--- src/logic/ctbo_regs.vh ---
// constants for the transfer and bit-operation execution core
`ifndef CTBO_REGS_VH
`define CTBO_REGS_VH

// ****************************************
// register byte offsets and address window codes
// ****************************************
`define CTBO_OFS_CMD      12'h000
`define CTBO_OFS_STAT     12'h004
`define CTBO_OFS_SP       12'h008
`define CTBO_OFS_CYC      12'h00C
`define CTBO_WIN_RF       2'h1
`define CTBO_WIN_IO       2'h2
`define CTBO_WIN_RAM      3'h4

// ****************************************
// command word fields and the status busy bit
// ****************************************
`define CTBO_F_OP_HI      23
`define CTBO_F_OP_LO      19
`define CTBO_F_REG_HI     18
`define CTBO_F_REG_LO     14
`define CTBO_F_IO_HI      13
`define CTBO_F_IO_LO      8
`define CTBO_F_BIT_HI     2
`define CTBO_F_BIT_LO     0
`define CTBO_STAT_BUSY    8

// ****************************************
// flag positions in status_flags_register
// ****************************************
`define CTBO_FLG_C        0
`define CTBO_FLG_Z        1
`define CTBO_FLG_N        2
`define CTBO_FLG_V        3
`define CTBO_FLG_H        5
`define CTBO_FLG_T        6

// ****************************************
// reset values and cycle counts
// ****************************************
`define CTBO_RST_SP       8'h3F
`define CTBO_RST_FLAGS    8'h00
`define CTBO_CYC_ONE      4'h1
`define CTBO_CYC_TWO      4'h2

`endif

--- src/logic/ctbo_core.v ---
// execution core for I/O transfer, stack, atomic RAM and bit operations
//
// Implementation choices: the AHB-Lite register port and the placing of the registers.
`include "ctbo_regs.vh"

module ctbo_core (
  // clock and reset
  input  wire        i_mclk,
  input  wire        i_rst_b,
  // ahb-lite slave
  input  wire        i_hsel,
  input  wire [11:0] i_haddr,
  input  wire [1:0]  i_htrans,
  input  wire        i_hwrite,
  input  wire [2:0]  i_hsize,
  input  wire [31:0] i_hwdata,
  input  wire        i_hready,
  output reg  [31:0] o_hrdata,
  output reg         o_hreadyout,
  output reg         o_hresp,
  // control pulses
  output reg         o_break,
  output reg         o_sleep,
  output reg         o_wdog
);

  // ****************************************
  // opcodes
  // ****************************************
  localparam [4:0] OP_IN     = 5'h00;
  localparam [4:0] OP_OUT    = 5'h01;
  localparam [4:0] OP_PUSH   = 5'h02;
  localparam [4:0] OP_POP    = 5'h03;
  localparam [4:0] OP_EXCH   = 5'h04;
  localparam [4:0] OP_LSET   = 5'h05;
  localparam [4:0] OP_LCLR   = 5'h06;
  localparam [4:0] OP_LTOG   = 5'h07;
  localparam [4:0] OP_SHL    = 5'h08;
  localparam [4:0] OP_SHR    = 5'h09;
  localparam [4:0] OP_ROTL   = 5'h0A;
  localparam [4:0] OP_ROTR   = 5'h0B;
  localparam [4:0] OP_SSHR   = 5'h0C;
  localparam [4:0] OP_SWAP   = 5'h0D;
  localparam [4:0] OP_FSET   = 5'h0E;
  localparam [4:0] OP_FCLR   = 5'h0F;
  localparam [4:0] OP_IOSET  = 5'h10;
  localparam [4:0] OP_IOCLR  = 5'h11;
  localparam [4:0] OP_B2F    = 5'h12;
  localparam [4:0] OP_F2B    = 5'h13;
  localparam [4:0] OP_BRK    = 5'h14;
  localparam [4:0] OP_IDLE   = 5'h15;
  localparam [4:0] OP_SLP    = 5'h16;
  localparam [4:0] OP_WDOG   = 5'h17;

  // ****************************************
  // states
  // ****************************************
  localparam [1:0] ST_IDLE   = 2'h0;
  localparam [1:0] ST_RUN1   = 2'h1;
  localparam [1:0] ST_RUN2   = 2'h2;

  // ****************************************
  // storage
  // ****************************************
  reg  [7:0]  rf_q   [0:31];
  reg  [7:0]  io_q   [0:63];
  reg  [7:0]  ram_q  [0:63];
  reg  [7:0]  flags_q;
  reg  [7:0]  sp_q;
  reg  [23:0] instr_q;
  reg  [1:0]  state_q;
  reg  [3:0]  cyc_q;
  reg  [7:0]  tmp_reg_q;
  reg  [7:0]  tmp_mem_q;
  reg         ap_q;
  reg         ap_wr_q;
  reg  [11:0] ap_addr_q;

  wire        busy    = (state_q != ST_IDLE);
  wire [4:0]  op      = instr_q[`CTBO_F_OP_HI:`CTBO_F_OP_LO];
  wire [4:0]  rsel    = instr_q[`CTBO_F_REG_HI:`CTBO_F_REG_LO];
  wire [5:0]  asel    = instr_q[`CTBO_F_IO_HI:`CTBO_F_IO_LO];
  wire [2:0]  bsel    = instr_q[`CTBO_F_BIT_HI:`CTBO_F_BIT_LO];
  wire [7:0]  rv      = rf_q[rsel];
  wire [5:0]  zptr    = rf_q[30][5:0];
  wire [7:0]  mv      = ram_q[zptr];
  wire [7:0]  bmask   = 8'h01 << bsel;
  // register accesses wait while an instruction is in flight
  wire        bus_do  = ap_q & ~busy;
  wire        bus_wr  = bus_do & ap_wr_q;
  wire        bus_go  = i_hsel & i_htrans[1] & i_hready;

  // ****************************************
  // shifter and its flags
  // ****************************************
  reg  [7:0]  sh_res;
  reg         sh_c;
  reg  [7:0]  sh_flags;

  always @* begin
    sh_res = rv;
    sh_c   = 1'b0;
    case (op)
      OP_SHL: begin
        sh_res = {rv[6:0], 1'b0};
        sh_c   = rv[7];
      end
      OP_ROTL: begin
        sh_res = {rv[6:0], flags_q[`CTBO_FLG_C]};
        sh_c   = rv[7];
      end
      OP_SHR: begin
        sh_res = {1'b0, rv[7:1]};
        sh_c   = rv[0];
      end
      OP_ROTR: begin
        sh_res = {flags_q[`CTBO_FLG_C], rv[7:1]};
        sh_c   = rv[0];
      end
      OP_SSHR: begin
        sh_res = {rv[7], rv[7:1]};
        sh_c   = rv[0];
      end
      default: begin
        sh_res = rv;
        sh_c   = 1'b0;
      end
    endcase
    sh_flags                = flags_q;
    sh_flags[`CTBO_FLG_C]   = sh_c;
    sh_flags[`CTBO_FLG_Z]   = (sh_res == 8'h00);
    sh_flags[`CTBO_FLG_N]   = sh_res[7];
    sh_flags[`CTBO_FLG_V]   = sh_res[7] ^ sh_c;
    if ((op == OP_SHL) || (op == OP_ROTL)) begin
      sh_flags[`CTBO_FLG_H] = rv[3];
    end
  end

  // ****************************************
  // register read mux
  // ****************************************
  reg  [31:0] rdata;

  always @* begin
    rdata = 32'h0000_0000;
    if (ap_addr_q[11:7] == {3'h0, `CTBO_WIN_RF}) begin
      rdata = {24'h00_0000, rf_q[ap_addr_q[6:2]]};
    end else if (ap_addr_q[11:8] == {2'h0, `CTBO_WIN_IO}) begin
      rdata = {24'h00_0000, io_q[ap_addr_q[7:2]]};
    end else if (ap_addr_q[11:8] == {1'h0, `CTBO_WIN_RAM}) begin
      rdata = {24'h00_0000, ram_q[ap_addr_q[7:2]]};
    end else begin
      case (ap_addr_q)
        `CTBO_OFS_CMD:  rdata = {8'h00, instr_q};
        `CTBO_OFS_STAT: rdata = {23'h00_0000, busy, flags_q};
        `CTBO_OFS_SP:   rdata = {24'h00_0000, sp_q};
        `CTBO_OFS_CYC:  rdata = {28'h000_0000, cyc_q};
        default:        rdata = 32'h0000_0000;
      endcase
    end
  end

  // ****************************************
  // ahb-lite handshake
  // ****************************************
  always @(posedge i_mclk) begin
    if (!i_rst_b) begin
      ap_q        <= 1'b0;
      ap_wr_q     <= 1'b0;
      ap_addr_q   <= 12'h000;
      o_hreadyout <= 1'b1;
      o_hrdata    <= 32'h0000_0000;
      o_hresp     <= 1'b0;
    end else if (bus_go) begin
      ap_q        <= 1'b1;
      ap_wr_q     <= i_hwrite;
      ap_addr_q   <= {i_haddr[11:2], 2'h0};
      o_hreadyout <= 1'b0;
    end else if (bus_do) begin
      ap_q        <= 1'b0;
      o_hreadyout <= 1'b1;
      if (!ap_wr_q) begin
        o_hrdata  <= rdata;
      end
    end
  end

  // ****************************************
  // execution and storage writes
  // ****************************************
  always @(posedge i_mclk) begin
    o_break <= 1'b0;
    o_sleep <= 1'b0;
    o_wdog  <= 1'b0;
    if (!i_rst_b) begin
      state_q   <= ST_IDLE;
      instr_q   <= 24'h00_0000;
      flags_q   <= `CTBO_RST_FLAGS;
      sp_q      <= `CTBO_RST_SP;
      cyc_q     <= 4'h0;
      tmp_reg_q <= 8'h00;
      tmp_mem_q <= 8'h00;
    end else begin
      case (state_q)
        ST_IDLE: begin
          if (bus_wr) begin
            if (ap_addr_q[11:7] == {3'h0, `CTBO_WIN_RF}) begin
              rf_q[ap_addr_q[6:2]] <= i_hwdata[7:0];
            end else if (ap_addr_q[11:8] == {2'h0, `CTBO_WIN_IO}) begin
              io_q[ap_addr_q[7:2]] <= i_hwdata[7:0];
            end else if (ap_addr_q[11:8] == {1'h0, `CTBO_WIN_RAM}) begin
              ram_q[ap_addr_q[7:2]] <= i_hwdata[7:0];
            end else if (ap_addr_q == `CTBO_OFS_CMD) begin
              instr_q <= i_hwdata[23:0];
              state_q <= ST_RUN1;
              cyc_q   <= 4'h0;
            end else if (ap_addr_q == `CTBO_OFS_STAT) begin
              flags_q <= i_hwdata[7:0];
            end else if (ap_addr_q == `CTBO_OFS_SP) begin
              sp_q    <= i_hwdata[7:0];
            end
          end
        end
        ST_RUN1: begin
          cyc_q   <= `CTBO_CYC_ONE;
          state_q <= ST_IDLE;
          case (op)
            OP_IN:  rf_q[rsel]  <= io_q[asel];
            OP_OUT: io_q[asel]  <= rv;
            OP_PUSH: begin
              ram_q[sp_q[5:0]] <= rv;
              sp_q             <= sp_q - 8'h01;
            end
            OP_POP: begin
              sp_q    <= sp_q + 8'h01;
              state_q <= ST_RUN2;
            end
            OP_EXCH, OP_LSET, OP_LCLR, OP_LTOG: begin
              tmp_reg_q <= rv;
              tmp_mem_q <= mv;
              state_q   <= ST_RUN2;
            end
            OP_SHL, OP_ROTL: begin
              rf_q[rsel] <= sh_res;
              flags_q    <= sh_flags;
            end
            OP_SHR, OP_ROTR, OP_SSHR: begin
              rf_q[rsel] <= sh_res;
              flags_q    <= sh_flags;
            end
            OP_SWAP: rf_q[rsel] <= {rv[3:0], rv[7:4]};
            OP_FSET: flags_q <= flags_q | bmask;
            OP_FCLR: flags_q <= flags_q & ~bmask;
            OP_IOSET: io_q[asel] <= io_q[asel] | bmask;
            OP_IOCLR: io_q[asel] <= io_q[asel] & ~bmask;
            OP_B2F: flags_q[`CTBO_FLG_T] <= rv[bsel];
            OP_F2B: rf_q[rsel][bsel] <= flags_q[`CTBO_FLG_T];
            OP_BRK:  o_break <= 1'b1;
            OP_SLP:  o_sleep <= 1'b1;
            OP_WDOG: o_wdog  <= 1'b1;
            OP_IDLE: cyc_q   <= `CTBO_CYC_ONE;
            default: cyc_q   <= `CTBO_CYC_ONE;
          endcase
        end
        ST_RUN2: begin
          cyc_q   <= `CTBO_CYC_TWO;
          state_q <= ST_IDLE;
          case (op)
            OP_POP: rf_q[rsel] <= ram_q[sp_q[5:0]];
            OP_EXCH: begin
              rf_q[rsel]  <= tmp_mem_q;
              ram_q[zptr] <= tmp_reg_q;
            end
            OP_LSET: begin
              rf_q[rsel]  <= tmp_mem_q;
              ram_q[zptr] <= tmp_reg_q | tmp_mem_q;
            end
            OP_LCLR: begin
              rf_q[rsel]  <= tmp_mem_q;
              ram_q[zptr] <= ~tmp_reg_q & tmp_mem_q;
            end
            OP_LTOG: begin
              rf_q[rsel]  <= tmp_mem_q;
              ram_q[zptr] <= tmp_reg_q ^ tmp_mem_q;
            end
            default: cyc_q <= `CTBO_CYC_TWO;
          endcase
        end
        default: state_q <= ST_IDLE;
      endcase
    end
  end

endmodule // ctbo_core

--- config.mk ---
export PLATFORM = sky130hd
export DESIGN_NAME = ctbo_core
export DESIGN_NICKNAME = d
export VERILOG_FILES = /design/src/logic/ctbo_core.v
export VERILOG_INCLUDE_DIRS = /design/src /design/src/logic
export SDC_FILE = /design/constraint.sdc
export NUM_CORES = 2
export LEC_CHECK = 0
export BUFFER_PORTS_ARGS = -buffer_cell sky130_fd_sc_hd__buf_2
export CAP_MARGIN = 10
export CORE_ASPECT_RATIO = 0.7
export CORE_MARGIN = 4
export CORE_UTILIZATION = 50
export CTS_CLUSTER_SIZE = 10
export DETAILED_ROUTE_END_ITERATION = 8
export PLACE_DENSITY = 0.66
export SYNTH_ARGS = -nofsm -noshare
export SYNTH_HDL_FRONTEND = slang
export SYNTH_SLANG_ARGS = --single-unit
--- constraint.sdc ---
create_clock -name i_mclk -period 10.1 [get_ports i_mclk]
set_input_delay 2.02 -clock i_mclk [delete_from_list [all_inputs] [get_ports i_mclk]]
set_output_delay 2.02 -clock i_mclk [all_outputs]
set_load 0.005 [all_outputs]
==> run metrics <==
status finished clean; drt wl/cell 36.9 um; area post-placement between 0.07 and 0.08 mm^2; nets@finish around 4,200; vias per cell between 7 and 8; Synth Warn # 0; boundary pin count 91; fin crit period around 5.8 ns; clk buf depth 3; Peak VDD IR 142 uV; Initial Util 0.507; clock network power share 0.439; Top FF cell, synth edfxtp_1; Setup crit start i_rst_b; initial antenna violation count 13; internal power ~0.0094 W; largest net degree at the start of global routing 130; DRT antenna net count 0; Power Density between 150 and 200 mW/mm^2; Core Util, Final 0.556; Leakage about 23 nW; startpoint types input port; Final period util 0.574; H-tree depth 4; via count of the routed design approximately 44,000; post-synth cell types between 80 and 90; Post-CTS Hold Fix Bufs 0; Hold Startpoint tmp_reg_q[4]$_SDFFE_PN0P_; number of synthesized register bits between 1,000 and 1,500; Worst Max-Slew Pin Slew 1.29 ns; WP data arrival around 6.2 ns; Rel. slew slack 0.130; synthesized instance count 4,162; Critical Path Sink Type register; Sequential Power Share 0.525; DRT Pass-1 Iters 8; Cell Area, Synth about 0.07 mm^2; critical path fanouts, max 36; CTS Sinks 1,403; final setup fails 0; register area share after synthesis 0.571; total CTS buffers about 160; dpl hpwl about 150,000 um; number of global-route vias before repair roughly 42,000; global placement routability congestion around 1.0; fraction of layout instances using a drive strength above 1 0.322; Post-synth ARST share 0; Final Hold Vio Count 0; Fin Setup TNS 0 ns; Hold Crit Class reg2reg; Finished Layout Cells 6,109; Post-Layout Inst Area approximately 0.079 mm^2; Port Buffers 67; DRT Wirelength about 230,000 um; net load switching power approximately 0.0027 W; Post-CTS Setup Inserts 0; Combinational Power Share 0.036; overall routing resource usage 0.302; Die Y ~320 um; Cell Rows 115; GRT overflow 0; f_max roughly 170 MHz; Chip Width between 400 and 500 um; # resized after CTS 0; max_cap viols 0; global-route wire length before repair around 320,000 um; Core ar. ~0.14 mm^2; CTS root buf clkbuf_16; Sw Ratio 0.222; most frequent cells in the layout 1,280 x edfxtp_1, 940 x mux4_2, 498 x nor2_1; worst skew pair latency between 0.8 and 0.9 ns; Final Max Tran Viols 0; commonest non-fill, non-tap cell in the layout edfxtp_1; RSZ-0062 raised after global routing false; critical path class in2reg; Post-synth EDFFs approximately 1,300; Cells after DPL 5,869; DR iter-0 viols 6,966; worst-case clock skew approximately 0.04 ns; Synth-to-Final Area Change 9.70%; Residual DRC 0; CTS clock-pin slew for the worst setup and hold paths 0.06 ns; Avg Inst Size Synth approximately 17 um^2; CTS tree done; Critical Path RT around 11 ns; die area ~0.15 mm^2
==> cell families after synthesis <==
kind of cell,share of synthesized area
compound gates,0.0363
buf+inv,0.0228
simple gates,0.0545
fa+ha+maj,0.00499
mux,0.310
other cells,0.0000523
flops,0.571
xor+xnor,0.000855
==> power groups by stage <==
| stage | combinational (W) | clock (W) | sequential [W] |
|---|---|---|---|
| 6_report | 0.000435 | 0.00531 | 0.00635 |
| 5_1_grt | 0.000451 | 0.00562 | 0.00635 |
| 4_1_cts | 0.000425 | 0.00535 | 0.00635 |
| 3_5_place_dp | 0.000424 | 0 | 0.00647 |
| 3_3_place_gp | 0.000419 | 0 | 0.00647 |
| 2_1_floorplan | 0.000254 | 0 | 0.00647 |
==> registers in the layout (all words and copies together), names as in the netlist, 2 cells and up, named ones only <==
register	flops
io_q	512
ram_q	512
rf_q	256
instr_q	24
o_hrdata	24
ap_addr_q	10
sp_q	8
tmp_mem_q	8
tmp_reg_q	8
flags_q	7
cyc_q	2
state_q	2
==> through the flow <==
stage               setup slack (ns)  hold WS (ns)  total power (W)
floorplan                       3.14         0.436          0.00672
global placement                3.69         0.442          0.00689
detailed placement              3.65         0.447          0.00690
CTS                             4.52         0.455           0.0121
global route                    4.25         0.480           0.0124
finish                          4.30         0.454           0.0121
==> worst paths after layout <==
path                                    end  slack (ns)  depth (start not counted)
setup / recovery      io_q[23][4]$_DFFE_PP_        4.30                          9
hold / removal    tmp_reg_q[4]$_SDFFE_PN0P_        0.45                          2
setup reg to reg       io_q[0][4]$_DFFE_PP_        5.00                          8
hold reg to reg   tmp_reg_q[4]$_SDFFE_PN0P_        0.45                          2
==> layer usage <==
metal | track usage | vias up | share of wire
met5 | 0 | - | 0.00019
met1 | 0.453 | 23100 | 0.39
met4 | 0.0684 | 8 | 0.024
met2 | 0.395 | 3290 | 0.41
met3 | 0.150 | 316 | 0.18
li1 | - | 17300 | -
==> critical path, cell delays in order <==
cell,delay (ns)
buf_2,0.08
buf_4,0.36
nand2_1,0.34
nor3_1,0.47
o21a_1,0.19
buf_4,0.36
mux2i_1,1.06
nand2_1,0.49
nor2_1,0.80
==> layout make-up <==
type	count	area, um^2
Sequential cell	1403	40900
Fill cell	10900	62800
Clock inverter	16	354
Antenna cell	1	2.50
Inverter	38	143
Tap cell	1872	2340
Multi-Input combinational cell	2388	29400
Timing Repair Buffer	169	1180
Clock buffer	222	4240
==> synthesized netlist by cell type (6+ instances only) <==
| cell | instances | share of area |
|---|---|---|
| a211oi_1 | 21 | 0.0022 |
| a21boi_0 | 9 | 0.00094 |
| a21oi_1 | 115 | 0.0080 |
| a221o_1 | 6 | 0.00084 |
| a22oi_1 | 30 | 0.0031 |
| a31oi_1 | 16 | 0.0014 |
| and2_1 | 17 | 0.0015 |
| and3_1 | 6 | 0.00052 |
| buf_1 | 58 | 0.0030 |
| buf_2 | 68 | 0.0047 |
| buf_4 | 13 | 0.0014 |
| clkbuf_1 | 195 | 0.010 |
| dfxtp_1 | 123 | 0.034 |
| edfxtp_1 | 1280 | 0.54 |
| ha_1 | 27 | 0.0047 |
| inv_1 | 37 | 0.0019 |
| mux2_2 | 8 | 0.0013 |
| mux2i_1 | 66 | 0.0092 |
| mux4_1 | 11 | 0.0040 |
| mux4_2 | 940 | 0.30 |
| nand2_1 | 236 | 0.012 |
| nand2b_1 | 19 | 0.0017 |
| nand3_1 | 32 | 0.0022 |
| nand3b_1 | 10 | 0.0010 |
| nor2_1 | 500 | 0.026 |
| nor2b_1 | 15 | 0.0013 |
| nor3_1 | 32 | 0.0022 |
| nor4_1 | 8 | 0.00070 |
| o211ai_1 | 9 | 0.00094 |
| o21ai_0 | 57 | 0.0040 |
| o21ai_1 | 9 | 0.00063 |
| o221ai_1 | 7 | 0.00086 |
| o22ai_1 | 58 | 0.0051 |
| or3_1 | 10 | 0.00087 |
| or4_1 | 7 | 0.00073 |
Note: power is estimated with default switching activity, not from simulation.
